===== config.mk =====
export PLATFORM = sky130hd
export DESIGN_NAME = vmc_master_ctl
export DESIGN_NICKNAME = d
export VERILOG_FILES = /design/src/rtl/vmc_pkg.sv /design/src/rtl/vmc_retry_ctr.sv /design/src/rtl/vmc_master_ctl.sv
export SDC_FILE = /design/constraint.sdc
export NUM_CORES = 1
export LEC_CHECK = 0
export BUFFER_PORTS_ARGS = -buffer_cell sky130_fd_sc_hd__buf_4
export CAP_MARGIN = 40
export CORE_MARGIN = 2
export CORE_UTILIZATION = 51
export CTS_CLUSTER_SIZE = 10
export DETAILED_ROUTE_END_ITERATION = 10
export PLACE_DENSITY = 0.87
export SLEW_MARGIN = 10
export SYNTH_ARGS = -nofsm -noshare
export SYNTH_HDL_FRONTEND = slang
export SYNTH_SLANG_ARGS = --single-unit

===== constraint.sdc =====
create_clock -name clk -period 3.6 [get_ports clk]
set_input_delay 0.36 -clock clk [delete_from_list [all_inputs] [get_ports clk]]
set_output_delay 0.36 -clock clk [all_outputs]
set_load 0.02 [all_outputs]

===== src/rtl/vmc_pkg.sv =====
package vmc_pkg;

  // ************************************************************
  // Register map
  // ************************************************************
  localparam logic [11:0] MASTER_BUS_CONTROL_OFS = 12'h400; // Control word

  // ************************************************************
  // Field positions
  // ************************************************************
  localparam int MAX_RETRY_LSB = 28; // max_retry_limit [31:28]
  localparam int PW_COUNT_LSB = 24; // posted_write_release_count [27:24]
  localparam int REQ_LEVEL_LSB = 22; // bus_request_level [23:22]
  localparam int FAIR_BIT = 21; // request_fairness_select
  localparam int RELEASE_BIT = 20; // release_policy_select
  localparam int HOLD_BIT = 19; // hold_bus_request
  localparam int HOLD_ACK_BIT = 18; // hold_bus_acknowledge, read only
  localparam int BURST_LSB = 12; // Aligned burst size [13:12]
  localparam int BUS_NO_LSB = 0; // Local bus number [7:0]

  // ************************************************************
  // Reset values
  // ************************************************************
  localparam logic [3:0] MAX_RETRY_RST = 4'h8; // 1000
  localparam logic [3:0] PW_COUNT_RST = 4'h0; // 0000 = 128 bytes
  localparam logic [1:0] REQ_LEVEL_RST = 2'h3; // Level 3
  localparam logic FAIR_RST = 1'b0; // Demand
  localparam logic RELEASE_RST = 1'b0; // Release when done
  localparam logic HOLD_RST = 1'b0;
  localparam logic [1:0] BURST_RST = 2'h0;
  localparam logic [7:0] BUS_NO_RST = 8'h00;

  // ************************************************************
  // Codes and counts
  // ************************************************************
  localparam logic [3:0] PW_EVERY_TXN = 4'hF; // Release at each end
  localparam logic [3:0] PW_LAST_SIZE = 4'h5; // 4096 bytes
  localparam logic [12:0] PW_BASE_BYTES = 13'h0080; // 128 bytes
  localparam logic [3:0] RETRY_FOREVER = 4'h0;
  localparam int RETRY_UNIT_LOG2 = 6; // Multiples of 64
  localparam int CFG_BUS_LSB = 16; // Bus number in address [23:16]

  // Ownership states
  typedef enum logic [1:0] {
    VMC_IDLE,
    VMC_REQ,
    VMC_XFER,
    VMC_HOLD
  } vmc_own_e;

endpackage


===== src/rtl/vmc_retry_ctr.sv =====
`timescale 1ns/1ps
`default_nettype none

// Counts PCI master retries of one transaction and flags the limit
module vmc_retry_ctr
  import vmc_pkg::*;
#(
  parameter int CNT_W = 10
)
(
  input wire logic clk,
  input wire logic sys_rst,
  input wire logic txn_start,
  input wire logic retry_seen,
  input wire logic [3:0] max_retry,
  output logic retry_err
);

  // ************************************************************
  // Counter state
  // ************************************************************
  logic [CNT_W-1:0] count; // Retries so far in this transaction
  logic [CNT_W-1:0] next_count;
  logic next_retry_err;
  logic [CNT_W-1:0] limit; // Limit in retries, zero means endless

  assign limit = CNT_W'({max_retry, RETRY_UNIT_LOG2'(0)});

  // Restart per transaction, pulse on reaching the limit
  always_comb
  begin
    next_count = count;
    next_retry_err = 1'b0;
    if (txn_start)
    begin
      // Fresh budget for every transaction
      next_count = '0;
    end
    else if (retry_seen)
    begin
      // Forever mode never flags
      if (max_retry != RETRY_FOREVER && count + 1'b1 >= limit)
      begin
        next_retry_err = 1'b1;
        next_count = '0;
      end
      else
      begin
        next_count = count + 1'b1;
      end
    end
  end

  // Registers only
  always_ff @(posedge clk or posedge sys_rst)
  begin
    if (sys_rst)
    begin
      count <= '0;
      retry_err <= 1'b0;
    end
    else
    begin
      count <= next_count;
      retry_err <= next_retry_err;
    end
  end
endmodule

`default_nettype wire


===== src/rtl/vmc_master_ctl.sv =====
`timescale 1ns/1ps
`default_nettype none

module vmc_master_ctl
  import vmc_pkg::*;
(
  input wire logic clk,
  input wire logic sys_rst,
  // Register port
  input wire logic reg_wr,
  input wire logic reg_rd,
  input wire logic [11:0] reg_addr,
  input wire logic [3:0] reg_byte_en,
  input wire logic [31:0] reg_wdata,
  output logic [31:0] reg_rdata,
  // VMEbus arbitration pins
  input wire logic vme_grant_in,
  input wire logic vme_other_req,
  output logic vme_bus_req,
  output logic [1:0] vme_req_level,
  output logic vme_bbsy,
  // Posted-write master channel
  input wire logic mstr_req,
  input wire logic mstr_beat,
  input wire logic [3:0] mstr_beat_bytes,
  input wire logic mstr_txn_end,
  output logic mstr_bus_owned,
  // PCI master retry
  input wire logic pci_txn_start,
  input wire logic pci_retry,
  output logic pci_retry_err,
  // Configuration mapping
  input wire logic cfg_map_valid,
  input wire logic [31:0] cfg_vme_addr,
  output logic cfg_type_valid,
  output logic cfg_type1,
  // Aligned burst size to the slave channel
  output logic [1:0] burst_size
);

  // ************************************************************
  // Control register
  // ************************************************************
  logic [3:0] max_retry_limit;
  logic [3:0] posted_write_release_count;
  logic [1:0] bus_request_level;
  logic request_fairness_select;
  logic release_policy_select;
  logic hold_bus_request;
  logic [1:0] burst_sel;
  logic [7:0] bus_no;
  logic [31:0] ctl_word; // Assembled read image
  logic ctl_hit;
  logic [31:0] next_ctl;

  assign ctl_hit = (reg_addr == MASTER_BUS_CONTROL_OFS);

  // Byte-lane merge of a write into the stored fields
  always_comb
  begin
    next_ctl = ctl_word;
    if (reg_wr && ctl_hit)
    begin
      for (int b = 0; b < 4; b++)
      begin
        if (reg_byte_en[b])
        begin
          next_ctl[b*8 +: 8] = reg_wdata[b*8 +: 8];
        end
      end
    end
  end

  // Register fields; the ack and reserved bits are not stored
  always_ff @(posedge clk or posedge sys_rst)
  begin
    if (sys_rst)
    begin
      max_retry_limit <= MAX_RETRY_RST;
      posted_write_release_count <= PW_COUNT_RST;
      bus_request_level <= REQ_LEVEL_RST;
      request_fairness_select <= FAIR_RST;
      release_policy_select <= RELEASE_RST;
      hold_bus_request <= HOLD_RST;
      burst_sel <= BURST_RST;
      bus_no <= BUS_NO_RST;
    end
    else
    begin
      max_retry_limit <= next_ctl[MAX_RETRY_LSB +: 4];
      posted_write_release_count <= next_ctl[PW_COUNT_LSB +: 4];
      bus_request_level <= next_ctl[REQ_LEVEL_LSB +: 2];
      request_fairness_select <= next_ctl[FAIR_BIT];
      release_policy_select <= next_ctl[RELEASE_BIT];
      hold_bus_request <= next_ctl[HOLD_BIT];
      burst_sel <= next_ctl[BURST_LSB +: 2];
      bus_no <= next_ctl[BUS_NO_LSB +: 8];
    end
  end

  // ************************************************************
  // Pin synchronisers
  // ************************************************************
  logic [1:0] pin_meta; // First stage, read only by second
  logic [1:0] pin_sync;
  logic grant_s;
  logic other_req_s;

  // One two-flop chain per arbitration pin
  generate
    for (genvar i = 0; i < 2; i++)
    begin : g_sync
      always_ff @(posedge clk or posedge sys_rst)
      begin
        if (sys_rst)
        begin
          pin_meta[i] <= 1'b0;
          pin_sync[i] <= 1'b0;
        end
        else
        begin
          pin_meta[i] <= (i == 0) ? vme_grant_in : vme_other_req;
          pin_sync[i] <= pin_meta[i];
        end
      end
    end
  endgenerate

  assign grant_s = pin_sync[0];
  assign other_req_s = pin_sync[1];

  // ************************************************************
  // Ownership machine
  // ************************************************************
  vmc_own_e state;
  vmc_own_e next_state;
  logic [12:0] pw_bytes; // Posted-write bytes this tenure
  logic [12:0] next_pw_bytes;
  logic [12:0] pw_limit; // Byte limit from the count code
  logic [12:0] pw_sum;
  logic pw_sized; // Code is one of the six sizes
  logic parked; // ROR: done but still holding the bus
  logic next_parked;

  assign pw_sized = (posted_write_release_count <= PW_LAST_SIZE);
  // Reserved codes yield a zero limit and are never used as a size
  assign pw_limit = pw_sized ?
    (PW_BASE_BYTES << posted_write_release_count[2:0]) : '0;
  assign pw_sum = pw_bytes + 13'(mstr_beat_bytes);

  // Next ownership state
  always_comb
  begin
    next_state = state;
    next_pw_bytes = pw_bytes;
    next_parked = parked;
    case (state)
      VMC_IDLE:
      begin
        next_pw_bytes = '0;
        next_parked = 1'b0;
        // Fair mode stands back while others are requesting
        if ((hold_bus_request || mstr_req) &&
            !(request_fairness_select && other_req_s))
        begin
          next_state = VMC_REQ;
        end
      end
      VMC_REQ:
      begin
        if (grant_s)
        begin
          // Hold wins over a posted-write tenure
          next_state = hold_bus_request ? VMC_HOLD : VMC_XFER;
        end
        else if (!hold_bus_request && !mstr_req)
        begin
          next_state = VMC_IDLE;
        end
      end
      VMC_XFER:
      begin
        if (mstr_beat)
        begin
          next_pw_bytes = pw_sum;
          next_parked = 1'b0;
        end
        if (hold_bus_request)
        begin
          // Ownership now comes from the hold bit: no early release
          next_state = VMC_HOLD;
        end
        else if (mstr_beat && pw_sized && pw_sum >= pw_limit)
        begin
          next_state = VMC_IDLE;
        end
        else if (mstr_txn_end &&
                 posted_write_release_count == PW_EVERY_TXN)
        begin
          next_state = VMC_IDLE;
        end
        else if (mstr_txn_end && !release_policy_select)
        begin
          next_state = VMC_IDLE;
        end
        else if (mstr_txn_end)
        begin
          next_parked = 1'b1;
        end
        else if (parked && !mstr_req && other_req_s)
        begin
          // Release on request: give way once another master asks
          next_state = VMC_IDLE;
        end
      end
      VMC_HOLD:
      begin
        // Only a software clear ends a held tenure
        if (!hold_bus_request)
        begin
          next_state = VMC_IDLE;
        end
      end
      default:
      begin
        next_state = VMC_IDLE;
      end
    endcase
  end

  // Ownership registers
  always_ff @(posedge clk or posedge sys_rst)
  begin
    if (sys_rst)
    begin
      state <= VMC_IDLE;
      pw_bytes <= '0;
      parked <= 1'b0;
    end
    else
    begin
      state <= next_state;
      pw_bytes <= next_pw_bytes;
      parked <= next_parked;
    end
  end

  // Request and busy pins and owned status follow the state; request level and burst size follow the register
  assign vme_bus_req = (state == VMC_REQ);
  assign vme_req_level = bus_request_level;
  assign vme_bbsy = (state == VMC_XFER) || (state == VMC_HOLD);
  // Posted writes may still drain while held; target path untouched
  assign mstr_bus_owned = vme_bbsy;
  assign burst_size = burst_sel;

  // Read image; ack reflects a held tenure only
  always_comb
  begin
    ctl_word = '0;
    ctl_word[MAX_RETRY_LSB +: 4] = max_retry_limit;
    ctl_word[PW_COUNT_LSB +: 4] = posted_write_release_count;
    ctl_word[REQ_LEVEL_LSB +: 2] = bus_request_level;
    ctl_word[FAIR_BIT] = request_fairness_select;
    ctl_word[RELEASE_BIT] = release_policy_select;
    ctl_word[HOLD_BIT] = hold_bus_request;
    ctl_word[HOLD_ACK_BIT] = (state == VMC_HOLD);
    ctl_word[BURST_LSB +: 2] = burst_sel;
    ctl_word[BUS_NO_LSB +: 8] = bus_no;
  end

  // Registered read data; unmapped reads return zero
  always_ff @(posedge clk or posedge sys_rst)
  begin
    if (sys_rst)
    begin
      reg_rdata <= '0;
    end
    else if (reg_rd)
    begin
      reg_rdata <= ctl_hit ? ctl_word : '0;
    end
  end

  // ************************************************************
  // Configuration cycle type
  // ************************************************************
  always_ff @(posedge clk or posedge sys_rst)
  begin
    if (sys_rst)
    begin
      cfg_type_valid <= 1'b0;
      cfg_type1 <= 1'b0;
    end
    else
    begin
      cfg_type_valid <= cfg_map_valid;
      if (cfg_map_valid)
      begin
        cfg_type1 <= (cfg_vme_addr[CFG_BUS_LSB +: 8] != bus_no);
      end
    end
  end

  // ************************************************************
  // PCI retry limit
  // ************************************************************
  vmc_retry_ctr u_retry (
    .clk(clk),
    .sys_rst(sys_rst),
    .txn_start(pci_txn_start),
    .retry_seen(pci_retry),
    .max_retry(max_retry_limit),
    .retry_err(pci_retry_err)
  );
endmodule

`default_nettype wire


Word-level counts from Yosys, hierarchy flattened:

Index checks and enable logic that the tools add are counted.

* register bits after elaboration: 88
* output and inout bits: 42
* logic and storage cells: 94
* bits of input ports: 96

* multiplexer cells: 29
* $lt $le $gt $ge: 3
* $add $sub $neg: 2
* equality and inequality tests: 12
* reductions and logical operators: 27
* shift operators: 1

Operators by type and width (number)
* 32-bit 2-to-1 mux: 1
* 10-bit 2-to-1 mux: 3
* 13-bit 2-to-1 mux: 2
* 13-bit case mux with 2 select lines: 1
* 2-bit 2-to-1 mux: 10
* 13-bit by 4-bit adder with 13-bit output: 1
* 13-bit greater-or-equal comparator: 1
* 8-bit by 3-bit << shifter with 13-bit output (first input constant): 1
* 12-bit by 11-bit == test with 1-bit output (second input constant): 1
* 6-bit != test (second input constant): 2
* 1-bit logical AND: 11
* 10-bit by 1-bit adder with 10-bit output (second input constant): 1
* 10-bit greater-or-equal comparator: 1
* 1-bit 2-to-1 mux: 10
* 2-bit AND reduction: 5
* 8-bit != test: 1
* 2-bit case mux with 4 select lines: 1
* 2-bit != test (second input constant): 3
* 5-bit AND reduction: 1
* 2-bit == test (second input constant): 2
* 4-bit == test (second input constant): 1
* 4-bit by 3-bit <= comparator with 1-bit output (second input constant): 1
* 1-bit zero test: 4
* 2-bit nonzero test: 2
* other kinds (6): 7

Longest topological paths before layout:

* word-level depth: 10
* mapped depth: 12
* mapped depth without buffers: 12

By module:

A second synthesis with hierarchy kept.

* cells, all modules: 373
* area, all modules: 4142.7 µm²

Modules (own cells, without submodules)
* vmc_master_ctl: sequential area each 1730.4 µm², instances 1, cells each 283, area an instance 3331.9 µm²
* vmc_retry_ctr: sequential area each 275.3 µm², instances 1, cells each 90, area an instance 810.8 µm²

Worst setup path before layout:

Ideal clock, no wire load.

* kind: register to register
* start point: register pw_bytes[0]
* end point: register parked
* stages on the path, launching flop included: 13
* setup time: 95 ps
* data required time: 3505 ps
* path buffers: 0
* slack: 946 ps
* clock period less this slack: 2654 ps
* arrival time: 2559 ps
* cells stage by stage: dfrtp_1 > ha_1 > fa_1 > a21o_2 > a21o_1 > nand2_1 > nor2_1 > xor2_1 > ha_1 > and2_1 > o21ai_0 > a21oi_1 > o31ai_1

* cells in the longest elaborated chain, start to end: 6

Ends and longest elaborated chain
* start: declaration: line vmc_master_ctl.sv:137 `logic [12:0] pw_bytes;`
* start signal: assignment: line vmc_master_ctl.sv:243 `pw_bytes <= next_pw_bytes;`
* 13-bit by 4-bit adder with 13-bit output: line vmc_master_ctl.sv:149 `assign pw_sum = pw_bytes + 13'(mstr_beat_bytes);`
* 13-bit greater-or-equal comparator: line vmc_master_ctl.sv:193 `else if (mstr_beat && pw_sized && pw_sum >= pw_limit)`
* 1-bit logical AND: line vmc_master_ctl.sv:193
* 1-bit 2-to-1 mux: line vmc_master_ctl.sv:193
* 1-bit 2-to-1 mux: line vmc_master_ctl.sv:188 `if (hold_bus_request)`
* 1-bit case mux with 2 select lines: line vmc_master_ctl.sv:157 `case (state)`
* end signal: assignment: line vmc_master_ctl.sv:244 `parked <= next_parked;`
* end: declaration: line vmc_master_ctl.sv:142 `logic parked;`

Every way passes these cells.
A chain may end at the register's enable or synchronous reset.

Worst setup path after layout:

Same ends and word-level chain as after synthesis.

==> metrics.md <==
| Metric | Value |
|---|---|
| Biggest fanout along the worst timing path | `5` |
| Highest cell delay on the worst timing path | `0.42 ns` |
| Remaining global-route overflow | `0` |
| Mapped Avg Cell Area | `10.7 um2` |
| I/O pin count | `138` |
| Wirelength per Cell | `16.9 um` |
| Top cells by area in the synthesized netlist | `sky130_fd_sc_hd__dfrtp_1 (46%), sky130_fd_sc_hd__mux2_2 (6.1%), sky130_fd_sc_hd__a22o_1 (5.6%), sky130_fd_sc_hd__ha_1 (4.7%), sky130_fd_sc_hd__nand2_1 (3.1%)` |
| Largest clock skew in the final design | `0.0129 ns` |
| Via count | `3452` |
| Antenna Nets Post-Route | `0` |
| Compound-Gate Fraction of Synth Area | `16.0%` |
| Portion of the clock cycle consumed by the worst path in the final layout | `just over 80%` |
| Number of enable-type register cells in the synthesized netlist | `0` |
| Number of placement rows | `33` |
| Number of CTS-inserted buffers | `9` |
| DP HPWL | `7320 um` |
| Initial antenna violation count | `0` |
| Leakage power | `between 2 and 3 nW` |
| Aggregate routed wire length | `9980 um` |
| DRT iter0 DRCs | `~280` |
| Worst setup slack after placement | `around 0.65 ns` |
| Residual DRC | `0` |
| Number of global-route vias before repair | `3349` |
| Data required time of the worst path | `3.86 ns` |
| Critical Path, Cell by Cell | `ha_1, fa_1, a21o_2, a21o_1, nand2_1, nor2_1, xor2_1, ha_1, and2_1, o21ai_0, a21oi_1, o31ai_1` |
| Post-detailed-route via-to-cell ratio | `roughly 6` |
| Main combinational cell family by area after synthesis | `compound AO/OA/AOI/OAI gates` |
| Crit path capture type | `register` |
| Maximum clock path buffer count | `2` |
| Yosys reg bits | `80` |
| Port-buffer cells | `96` |
| Signal arrival time at the worst endpoint | `~3.2 ns` |
| Transition time at the pin with the least slew margin | `about 0.65 ns` |
| Max-cap viol count | `0` |
| Synth unique cells | `58` |
| Yosys warnings | `0` |
| Cell area after placement | `4940 um2` |
| Post-Synthesis Cell Area | `4220 um2` |
| Multi-input gate area | `1980 um2` |
| Slowest cell on the critical path | `sky130_fd_sc_hd__fa_1` |
| CP delay by family, top | `adder cells` |
| Sort of element at the start of the critical path | `register` |
| Post-CTS repair timing setup buffer count | `0` |
| Worst-path clk slew | `0.09 ns` |
| Final critical-path setup slack | `around 0.68 ns` |
| Count of inserted antenna diode cells | `0` |
| Total buffers and inverters traversed by the critical path | `0` |
| Post-route core utilization | `63.7%` |
| TNS Setup | `0 ns` |
| Category of the critical setup timing path | `reg2reg` |
| Cell accounting for the most synthesized area | `sky130_fd_sc_hd__dfrtp_1` |
| Xor/xnor share of the synthesized area | `about 4.8%` |
| First-pass GRT wire length | `16300 um` |
| Worst Hold Class | `in2async` |
| Synth top cells by count | `sky130_fd_sc_hd__dfrtp_1 (77), sky130_fd_sc_hd__nand2_1 (35), sky130_fd_sc_hd__a22o_1 (27), sky130_fd_sc_hd__mux2_2 (23), sky130_fd_sc_hd__nor2_1 (22)` |
| Synth Area in Simple Gates | `13.5%` |
| Final min period | `2.92 ns` |
| Power per standard cell area | `369 nW/um2` |
| Commonest register cell after synthesis | `sky130_fd_sc_hd__dfrtp_1` |
| Largest net degree at the start of global routing | `32` |
| Status | `finished clean` |
| Floorplan core area | `around 8000 um2` |
| Worst slew margin relative to its limit | `between 50% and 60%` |
| Floorplan die height | `about 95 um` |
| Fill cell instance count of the final layout | `~620` |
| Synth top area share | `between 40% and 50%` |
| Most used standard cell by instance count after synthesis | `sky130_fd_sc_hd__dfrtp_1` |
| RSZ-0062 raised after global routing | `false` |
| Final Setup Violations | `0` |
| Number of detailed-routing iterations run before antenna repair | `5` |
| Adder-cell area share of the yosys netlist | `under 10%` |
| Highest attainable clock frequency | `343 MHz` |
| Maximum VDD drop | `0.351 mV` |
| Final hold viol count | `0` |
| CTS Sinks | `80` |
| CTS resizes | `0` |
| Hold buffer count at cts | `0` |
| Sequential cell area | `between 2000 and 2500 um2` |
| Root buffer cell | `sky130_fd_sc_hd__clkbuf_8` |
| Post-synthesis mux area share | `roughly 6.6%` |
| Number of nets in the layout | `594` |
| Cell seen most often among critical-path stages | `sky130_fd_sc_hd__ha_1` |
| CTS tree | `built` |
| Cell area after layout | `between 5000 and 6000 um2` |
| Die width | `approximately 95 um` |
| Proportion of register bits with asynchronous set or reset after synthesis | `100%` |
| Ratio of cells with drive above 1 in the final layout | `31.3%` |
| Starting utilization of the core area | `~52%` |
| Area overhead of the layout relative to synthesis | `22.6%` |
| Global routing usage summed across all routing layers | `23.4%` |
| Register area share after synthesis | `47.5%` |
| DIE AREA | `9020 um2` |
| RD Place Congestion | `0.920` |
| Clock network latency to the later pin of the worst-skew pair | `0.35 ns` |
| H-Tree Depth | `3` |
| Synthesized instance count | `393` |
| Max Slew Vio Count | `0` |
## final cells by class
cell class	count	share of cell area, %
Sequential cell	80	38.7
Multi-Input combinational cell	275	38.3
Clock inverter	5	2.05
Tap cell	105	2.54
Clock buffer	10	2.46
Inverter	16	1.18
Timing Repair Buffer	99	14.7
## through the flow
step           std cells  power (mW)  hold WS, ns
4_1_cts              590        1.92       0.0431
2_1_floorplan        400        1.06        0.331
5_1_grt              590        1.98       0.0799
6_report             590        1.91       0.0255
3_3_place_gp         573        1.13        0.332
3_5_place_dp         575        1.14        0.335
## final timing paths
kind,from,endpoint,slack [ns],cells after the start
max in group asynchronous,sys_rst,max_retry_limit[3],2.85,3
min in group clk,vme_grant_in,pin_meta[0],0.11,1
hold reg to reg,pin_meta[1],other_req_s,0.35,0
hold / removal,sys_rst,reg_rdata[4],0.03,2
setup / recovery,pw_bytes[0],parked,0.68,12
setup reg to reg,pw_bytes[0],parked,0.68,12
## flip-flops by register name (all words and copies together) (netlist names), 2 cells and up
register / cells
u_retry.count: 10
burst_size: 2
posted_write_release_count: 4
vme_req_level: 2
pw_bytes: 13
max_retry_limit: 4
bus_no: 8
pin_meta: 2
state: 2
reg_rdata: 24
## layout by cell type (no fill, tap or decap), drive strengths merged, types with 3 or more instances in the layout
master / n
buf: 99
dfrtp: 77
nand2: 37
a22o: 27
mux2: 23
nor2: 23
nand3: 22
ha: 16
inv: 14
xor2: 13
o21ai: 13
xnor2: 10
clkbuf: 10
nand4: 8
conb: 8
a21oi: 6
nor2b: 6
a32o: 5
o31ai: 5
nor4: 5
a31oi: 4
o32ai: 4
a21o: 4
and3: 3
a22oi: 3
a211oi: 3
o311ai: 3
bufinv: 3
dfstp: 3
o2bb2ai: 3
clkinv: 3
## metal layers
layer / up-vias / GRT usage (%) / share of wire [%]
li1: 1588 / - / -
met1: 1685 / 29.3 / 41
met2: 157 / 39.4 / 50
met5: - / 0 / 0
met3: 22 / 5.67 / 7.1
met4: 0 / 8.21 / 1.8
## power breakdown
group | internal, mW | switching, mW
combinational | 0.0841 | 0.0994
sequential | 0.910 | 0.0250
clock | 0.459 | 0.335
## kinds of logic after synthesis
kind of cell | count (synthesis)
and+or+nand+nor | 115
AOI/OAI and AO/OA | 87
DFF | 80
buffers and inverters | 45
muxes | 25
xor gates and xnor gates | 23
adders and majority gates | 17
other | 1
(Power assumes the default switching activity.)
